<file path="config.mk">
export PLATFORM = sky130hd
export DESIGN_NAME = adc_parallel_port
export DESIGN_NICKNAME = d
export VERILOG_FILES = /design/src/adc_port_pkg.sv /design/src/adc_parallel_port.sv
export SDC_FILE = /design/constraint.sdc
export NUM_CORES = 1
export LEC_CHECK = 0
export BUFFER_PORTS_ARGS = -buffer_cell sky130_fd_sc_hd__buf_2
export CAP_MARGIN = 10
export CORE_ASPECT_RATIO = 1.4
export CORE_MARGIN = 4
export CORE_UTILIZATION = 45
export CTS_CLUSTER_DIAMETER = 60
export DETAILED_ROUTE_END_ITERATION = 12
export GPL_TIMING_DRIVEN = 0
export HOLD_SLACK_MARGIN = 0.03
export PLACE_DENSITY = 0.77
export SLEW_MARGIN = 20
export SYNTH_ARGS = -nofsm -noshare
export SYNTH_HDL_FRONTEND = slang
export SYNTH_SLANG_ARGS = --single-unit
</file>
<file path="constraint.sdc">
create_clock -name clk_i -period 1.75 [get_ports clk_i]
set_clock_uncertainty 0.05 [all_clocks]
set_input_delay 0 -clock clk_i [delete_from_list [all_inputs] [get_ports clk_i]]
set_output_delay 0 -clock clk_i [all_outputs]
set_load 0.05 [all_outputs]
</file>
<file path="src/adc_port_pkg.sv">
// Constants shared by the converter parallel output port.
package adc_port_pkg;
  localparam int WORD_WIDTH = 12;
  localparam int SAMPLE_BIT_MSB = 11;
  localparam int SAMPLE_BIT_LSB = 0;
  localparam int PIPE_DEPTH = 3;
  localparam logic [11:0] WORD_RESET = 12'h000;
  localparam logic OE_N_RESET = 1'h0;
  localparam logic INVERT_RESET = 1'h0;
  localparam int CLK_PERIOD_NS = 100;
  localparam int MIN_CONV_PERIOD_NS = 1000;
  localparam int MIN_CONV_PERIOD_CYC = (MIN_CONV_PERIOD_NS + CLK_PERIOD_NS - 1) / CLK_PERIOD_NS;
endpackage

</file>
<file path="src/adc_parallel_port.sv">
// Parallel sample port of a pipelined converter: latency pipe, format and three-state output.
//
// Function
// (RULE1) New word every conversion clock, from the sample taken 2.5 cycles earlier.
// (RULE2) Drive the twelve lines only while the active-low enable is asserted.
// (RULE3) Invert select high flips the top bit, giving two's complement output.
// (RULE4) Strobe output is a delayed copy of the conversion clock.
// (RULE5) Twelve-bit word, line 11 carries the MSB, line 0 the LSB.
// (RULE6) Host keeps the conversion clock at one million samples per second or less.
// (RULE7) Floating enable and invert inputs read low: port on, straight binary.
// (RULE8) Pipeline keeps running while disabled; re-enable shows current result at once.
`timescale 1ns/1ns
module adc_parallel_port
  import adc_port_pkg::*;
(
  input wire logic clk_i,
  input wire logic rst_i,
  input wire logic conv_clk_i,
  input wire logic [WORD_WIDTH-1:0] conv_data_i,
  input wire logic output_enable_n_i,
  input wire logic msb_invert_select_i,
  output logic [WORD_WIDTH-1:0] sample_word_o,
  output logic sample_word_oe_o,
  output logic sample_strobe_o
);

  // Conversion clock takes three stages: two to synchronise it, a third to see its edges.
  logic clk_s1_q, clk_s1_d;
  logic clk_s2_q, clk_s2_d;
  logic clk_s3_q, clk_s3_d;
  logic oe_n_s1_q, oe_n_s1_d;
  logic oe_n_s2_q, oe_n_s2_d;
  logic inv_s1_q, inv_s1_d;
  logic inv_s2_q, inv_s2_d;
  // Sample pipeline, release register and output stage.
  logic [WORD_WIDTH-1:0] pipe_q [PIPE_DEPTH];
  logic [WORD_WIDTH-1:0] pipe_d [PIPE_DEPTH];
  logic [WORD_WIDTH-1:0] raw_q, raw_d;
  logic [WORD_WIDTH-1:0] word_q, word_d;
  logic oe_q, oe_d;
  logic conv_rise;
  logic conv_fall;

  // Edges are taken from the second and third stages so the first stage stays a pure synchroniser.
  assign conv_rise = clk_s2_q & ~clk_s3_q;
  assign conv_fall = ~clk_s2_q & clk_s3_q;

  // Walk of one sample, counted in system clock edges after the pin rises:
  // edge 2 sees the rise in the second stage, edge 3 loads stage 0 of the pipe.
  // Two further rises move the sample to the last stage, and the fall that follows
  // copies it to the release register; the output register shows it one edge later.
  // A conversion half period shorter than one system cycle can be missed entirely,
  // which is why the host must keep the conversion clock at or below its rated rate.
  // The enable and invert pins do not touch this path, so toggling them never
  // costs a sample.

  // Next values for synchronisers, pipeline and output stage.
  always_comb begin
    clk_s1_d = conv_clk_i;
    clk_s2_d = clk_s1_q;
    clk_s3_d = clk_s2_q; // [RULE4]
    oe_n_s1_d = output_enable_n_i;
    oe_n_s2_d = oe_n_s1_q;
    inv_s1_d = msb_invert_select_i;
    inv_s2_d = inv_s1_q;
    // The pipe advances on rising edges only and ignores the enable. [RULE8]
    for (int i = 0; i < PIPE_DEPTH; i++) begin
      pipe_d[i] = pipe_q[i];
    end
    if (conv_rise) begin
      pipe_d[0] = conv_data_i; // [RULE1]
      for (int i = 1; i < PIPE_DEPTH; i++) begin
        pipe_d[i] = pipe_q[i-1];
      end
    end
    // The word is released half a cycle after the third rising edge, i.e. 2.5 cycles. [RULE1]
    raw_d = conv_fall ? pipe_q[PIPE_DEPTH-1] : raw_q;
    // Until three rises have passed after reset, a fall releases the all-zero reset word.
    // Format is applied every cycle so a change of select shows without waiting for a sample.
    word_d = raw_q; // [RULE5]
    word_d[SAMPLE_BIT_MSB] = raw_q[SAMPLE_BIT_MSB] ^ inv_s2_q; // [RULE3]
    oe_d = ~oe_n_s2_q; // [RULE2]
  end

  // Registers; reset values leave the port enabled and in straight binary. [RULE7]
  always_ff @(posedge clk_i) begin
    if (rst_i) begin
      clk_s1_q <= 1'h0;
      clk_s2_q <= 1'h0;
      clk_s3_q <= 1'h0;
      oe_n_s1_q <= OE_N_RESET;
      oe_n_s2_q <= OE_N_RESET;
      inv_s1_q <= INVERT_RESET;
      inv_s2_q <= INVERT_RESET;
      for (int i = 0; i < PIPE_DEPTH; i++) begin
        pipe_q[i] <= WORD_RESET;
      end
      raw_q <= WORD_RESET;
      word_q <= WORD_RESET;
      oe_q <= ~OE_N_RESET;
    end else begin
      clk_s1_q <= clk_s1_d;
      clk_s2_q <= clk_s2_d;
      clk_s3_q <= clk_s3_d;
      oe_n_s1_q <= oe_n_s1_d;
      oe_n_s2_q <= oe_n_s2_d;
      inv_s1_q <= inv_s1_d;
      inv_s2_q <= inv_s2_d;
      for (int i = 0; i < PIPE_DEPTH; i++) begin
        pipe_q[i] <= pipe_d[i];
      end
      raw_q <= raw_d;
      word_q <= word_d;
      oe_q <= oe_d;
    end
  end

  // Data stays registered while disabled; the enable alone decides whether lines are driven.
  assign sample_word_o = word_q;
  assign sample_word_oe_o = oe_q;
  assign sample_strobe_o = clk_s3_q;

  // Checks on the pipeline, format and three-state control.
  AST_SAMPLE_CAPTURE: assert property (@(posedge clk_i) disable iff (rst_i) // [RULE1]
    conv_rise |=> pipe_q[0] == $past(conv_data_i))
    else $error("Sample not captured on conversion clock rise.");

  AST_LATENCY_RELEASE: assert property (@(posedge clk_i) disable iff (rst_i) // [RULE1]
    conv_fall |=> raw_q == $past(pipe_q[2]))
    else $error("Released word is not the sample from 2.5 cycles back.");

  AST_HOLD_BETWEEN: assert property (@(posedge clk_i) disable iff (rst_i) // [RULE1]
    !conv_fall |=> $stable(raw_q))
    else $error("Output word changed away from a falling conversion edge.");

  AST_MSB_FORMAT: assert property (@(posedge clk_i) disable iff (rst_i) // [RULE3]
    ##1 sample_word_o[11] == ($past(raw_q[11]) ^ $past(inv_s2_q)))
    else $error("Top bit does not follow the invert select.");

  AST_LOW_BITS: assert property (@(posedge clk_i) disable iff (rst_i) // [RULE5]
    ##1 sample_word_o[10:0] == $past(raw_q[10:0]))
    else $error("Lower bits are not passed straight to lines 10 to 0.");

  AST_TRISTATE: assert property (@(posedge clk_i) disable iff (rst_i) // [RULE2]
    oe_n_s2_q |=> !sample_word_oe_o)
    else $error("Lines driven while the enable is deasserted.");

  AST_DRIVE: assert property (@(posedge clk_i) disable iff (rst_i) // [RULE2]
    !output_enable_n_i ##1 !output_enable_n_i ##1 !output_enable_n_i |=> sample_word_oe_o)
    else $error("Lines not driven three cycles after enable asserted.");

  AST_STROBE: assert property (@(posedge clk_i) disable iff (rst_i) // [RULE4]
    ##3 sample_strobe_o == $past(conv_clk_i, 3))
    else $error("Strobe is not the conversion clock delayed by three cycles.");

  AST_RUN_WHILE_OFF: assert property (@(posedge clk_i) disable iff (rst_i) // [RULE8]
    (conv_rise && oe_n_s2_q) |=> pipe_q[1] == $past(pipe_q[0]))
    else $error("Pipeline stalled while the port is disabled.");

  AST_RESET_STATE: assert property (@(posedge clk_i) // [RULE7]
    rst_i |=> sample_word_oe_o && !inv_s2_q)
    else $error("Reset does not leave the port enabled in straight binary.");

  // Three-state control must follow the synchronised enable in both directions.
  AST_OE_RELEASE: assert property (@(posedge clk_i) disable iff (rst_i) // [RULE2]
    output_enable_n_i ##1 output_enable_n_i ##1 output_enable_n_i |=> !sample_word_oe_o)
    else $error("Lines still driven three cycles after enable deasserted.");

  AST_OE_STEADY: assert property (@(posedge clk_i) disable iff (rst_i) // [RULE2]
    $stable(oe_n_s2_q) |=> $stable(sample_word_oe_o))
    else $error("Drive control changed without a change of the enable.");

  // The strobe edges line up with the edges that load and release samples.
  AST_STROBE_RISE: assert property (@(posedge clk_i) disable iff (rst_i) // [RULE4]
    conv_rise |=> $rose(sample_strobe_o))
    else $error("Strobe did not rise with the sampling edge.");

  AST_STROBE_FALL: assert property (@(posedge clk_i) disable iff (rst_i) // [RULE4]
    conv_fall |=> $fell(sample_strobe_o))
    else $error("Strobe did not fall with the release edge.");

  AST_STROBE_STEADY: assert property (@(posedge clk_i) disable iff (rst_i) // [RULE4]
    (!conv_rise && !conv_fall) |=> $stable(sample_strobe_o))
    else $error("Strobe moved without a conversion clock edge.");

  // Lines 10 to 0 move only two edges after a release, one word per period.
  AST_WORD_STEADY: assert property (@(posedge clk_i) disable iff (rst_i) // [RULE1]
    ($changed(sample_word_o[SAMPLE_BIT_MSB-1:SAMPLE_BIT_LSB])
      && !$past(rst_i) && !$past(rst_i, 2)) |-> $past(conv_fall, 2))
    else $error("Data lines changed away from a release.");

  AST_REENABLE_CURRENT: assert property (@(posedge clk_i) disable iff (rst_i) // [RULE8]
    ($rose(sample_word_oe_o) && !$past(rst_i)) |-> sample_word_o[SAMPLE_BIT_MSB-1:SAMPLE_BIT_LSB]
      == $past(raw_q[SAMPLE_BIT_MSB-1:SAMPLE_BIT_LSB]))
    else $error("Re-enabled port does not show the current result.");

  // Every stage holds between rises, so a slow conversion clock cannot smear two samples.
  for (genvar g = 0; g < PIPE_DEPTH; g++) begin : pipe_hold
    AST_PIPE_HOLD: assert property (@(posedge clk_i) disable iff (rst_i) // [RULE1]
      !conv_rise |=> $stable(pipe_q[g]))
      else $error("Pipeline stage changed without a conversion clock rise.");
  end

  // On each rise every later stage takes the one before it, whatever the enable.
  for (genvar g = 1; g < PIPE_DEPTH; g++) begin : pipe_shift
    AST_PIPE_SHIFT: assert property (@(posedge clk_i) disable iff (rst_i) // [RULE1]
      conv_rise |=> pipe_q[g] == $past(pipe_q[g-1]))
      else $error("Pipeline stage did not take the stage before it on a rise.");
  end

  // Covers for the main traffic cases.
  COV_RELEASE: cover property (@(posedge clk_i) disable iff (rst_i)
    conv_fall ##1 sample_word_oe_o);
  COV_INVERTED: cover property (@(posedge clk_i) disable iff (rst_i)
    inv_s2_q && conv_fall);
  COV_REENABLE: cover property (@(posedge clk_i) disable iff (rst_i)
    !sample_word_oe_o ##1 sample_word_oe_o);
  COV_RUN_DISABLED: cover property (@(posedge clk_i) disable iff (rst_i)
    conv_rise && !sample_word_oe_o);
  COV_STRAIGHT: cover property (@(posedge clk_i) disable iff (rst_i)
    !inv_s2_q && conv_fall);

endmodule

</file>
==> results.md <==
- Outcome: finished, final reports clean
- Share of cells above drive strength 1: 0.193
- Sink Count: 68
- Largest net degree at the start of global routing: 12
- FP Rows: 31
- Peak VDD IR: 0.000617 V
- Clk buf depth: 2
- Largest cells by area after synthesis: dfxtp_1 56%, mux2i_1 15%, nand2b_1 13%
- Measured slew at the worst slew-check pin: 0.462 ns
- CTS tree: built
- First-pass GRT wire length: 7510 um
- Met3 usage: 0.0411
- Area growth syn-to-layout: 24.7%
- Clock power share: 0.441
- Mapped Avg Cell Area: 11.5 um^2
- Flop pwr share: 0.506
- Final critical-path share of the clock period: 0.779
- MaxCap Viol Count: 0
- Tot GR Track Use: 0.150
- CP arrival: 1.54 ns
- Diodes inserted: 0
- DR WL/cell: 12.8 um
- Routability cong.: 0.757
- Register area share after synthesis: 0.557
- Post-DRT Antenna Nets: 0
- Data required, critical path: 1.92 ns
- Die area: 6690 um^2
- Ys Warns: 0
- Worst-path cell chain: nand4bb_1 > dlygate4sd3_1 > o21ai_1
- Post-synth cell types: 18
- Hold WC Path Type: primary input to flip-flop
- Busiest grt layer: met2
- Final setup viols: 0
- Layout Nets: 286
- CTS Root Cell: clkbuf_8
- DRT Pass-1 Iters: 4
- Internal power: 2490 uW
- Iteration-0 DRC Markers: 21
- Post-DP HPWL: 2820 um
- Initial antenna violation count: 0
- Final hold violations: 0
- Max Freq: 734 MHz
- Crit path capture type: flip-flop
- RSZ-0062 raised after global routing: no
- Syn nets: 230
- Finished Core Util: 0.582
- Gate Count Post-Synth: 213
- TNS Setup: 0 ns
- Max_slew headroom: 0.692
- Post-CTS setup repair buffer count: 0
- Die Height: 95.2 um
- DRC viols: 0
- CP max-delay cell: dlygate4sd3_1
- Min cycle time layout: 1.36 ns
- Path depth of the worst reg2reg path: 3
- Synth area leader: dfxtp_1
- P_sw: 615 uW
- Setup crit start kind: flip-flop
- Critical Path Fanout Max: 6
- I/O Pins: 31
- Top cell type's share of synthesized area: 0.557
- Switching Fraction: 0.198
- Max-slew violation count: 0
- Combinational share of power: 0.053
- Clock slew at reported path FFs: 0.07 ns
- PwrDens: 1020 nW/um^2
- Vias after detailed routing: 1,584
- Vias in the first global route: 1,650
- Routing usage on met1: 0.157
- Vias per cell: 4.66
- Leakage: 0.00125 uW
- Netlist Area Pre-Place: 2440 um^2
- Slowest stage delay, CP: 0.56 ns
- GR Overflow Total: 0
- GR Util met2: 0.261
- CTS buffer count: 9
- Number of buffers added on ports: 29
- Worst hold path depth: 3
- Crit path kind: flip-flop to flip-flop
- Initial Util: 0.467
- Htree depth: 3
- Core ar.: 5240 um^2
- DIE WIDTH: 70.3 um
- Clk_lat worst skew: 0.33 ns
- Final WL: 4340 um
- Synthesized flop and latch total: 68
[repair_timing]
action	in CTS	in global routing
resized for setup	0	0
endpoints found under the hold margin	15	0
hold buffers	16	0
[cells in the mapped netlist (all sizes together)]
master   count
xnor2        1
and2b        1
nor2b        8
clkbuf       8
o21ai       12
nand2b      49
nor2         1
inv         11
dfxtp       68
buf          6
mux2i       36
nand4bb     12
[cells in the final DEF (no fill, tap or decap), types with 2 or more instances in the layout]
master and count:
bufinv_16 2, nor2b_1 7, mux2i_1 36, nand2b_1 49
buf_2 30, clkinv_2 3, dlygate4sd3_1 16, nand4bb_1 12
clkbuf_8 10, o21ai_0 11, inv_1 11, clkbuf_1 8
dfxtp_1 68, buf_6 3
[state kept, by name, summed over array words and instances, names as in the netlist]
register / cells
clk_s1_q: 1
inv_s1_q: 1
pipe_q: 36
sample_word_oe_o: 1
sample_word_o: 12
sample_strobe_o: 1
oe_n_s1_q: 1
raw_q: 12
oe_n_s2_q: 1
clk_s2_q: 1
inv_s2_q: 1
[layout make-up]
class	instances	area, um^2
fillers	450	2190
clock buffers	11	141
inverters	11	41.3
clock inverters	5	75.1
well taps	66	82.6
plain buffers	14	105
repair buffers	45	305
flip-flops and latches	68	1360
multi-input cells	120	937
[logic make-up (layout without fill, tap and decap cells)]
logic type,count (synthesis),after routing,synth area share
xor+xnor,1,1,0.00358
mux,36,36,0.147
flops,68,68,0.557
buf+inv,25,86,0.0599
compound gates,12,12,0.0246
simple gates,71,71,0.208
[power by group through the flow]
stage | Combinational, uW | Clock, uW | Sequential [uW]
6_report | 164 | 1370 | 1570
5_1_grt | 179 | 1480 | 1570
4_1_cts | 163 | 1410 | 1570
3_5_place_dp | 137 | 0 | 1610
3_3_place_gp | 136 | 0 | 1610
2_1_floorplan | 90.6 | 0 | 1610
[routing by layer]
| metal | part of all wire | routed length (um) |
|---|---|---|
| met4 | 0.033 | 142 |
| met3 | 0.040 | 173 |
| met5 | 0 | 0 |
| met2 | 0.50 | 2150 |
| met1 | 0.43 | 1870 |
[critical path, delay by kind of cell (launching register included)]
family	cells	cell delay, ns
AOI/OAI and AO/OA	1	0.06
buffers and inverters	1	0.56
DFF	1	0.43
and+or+nand+nor	1	0.16
[final timing paths]
kind	start	endpoint	slack (ns)
setup / recovery	sample_strobe_o$_SDFF_PP0_	pipe_q[0][1]$_SDFFE_PP0P_	0.39
hold / removal	rst_i	pipe_q[0][7]$_SDFFE_PP0P_	0.06
setup reg to reg	sample_strobe_o$_SDFF_PP0_	pipe_q[0][1]$_SDFFE_PP0P_	0.39
hold reg to reg	oe_n_s2_q$_SDFF_PP0_	sample_word_oe_o$_SDFF_PP1_	0.33
[metrics by stage]
stage | total power (uW) | cells | setup slack (ns) | instance area (um^2) | hold slack (ns)
after floorplan | 1700 | 213 | 0.364 | 2440 | 0.0782
after global placement | 1740 | 308 | 0.560 | 2670 | 0.160
after detailed placement | 1750 | 308 | 0.490 | 2670 | 0.167
after CTS | 3150 | 340 | 0.426 | 3050 | 0.0414
after global routing | 3240 | 340 | 0.352 | 3050 | 0.0826
final | 3110 | 340 | 0.387 | 3050 | 0.0571
(Power assumes the default switching activity.)
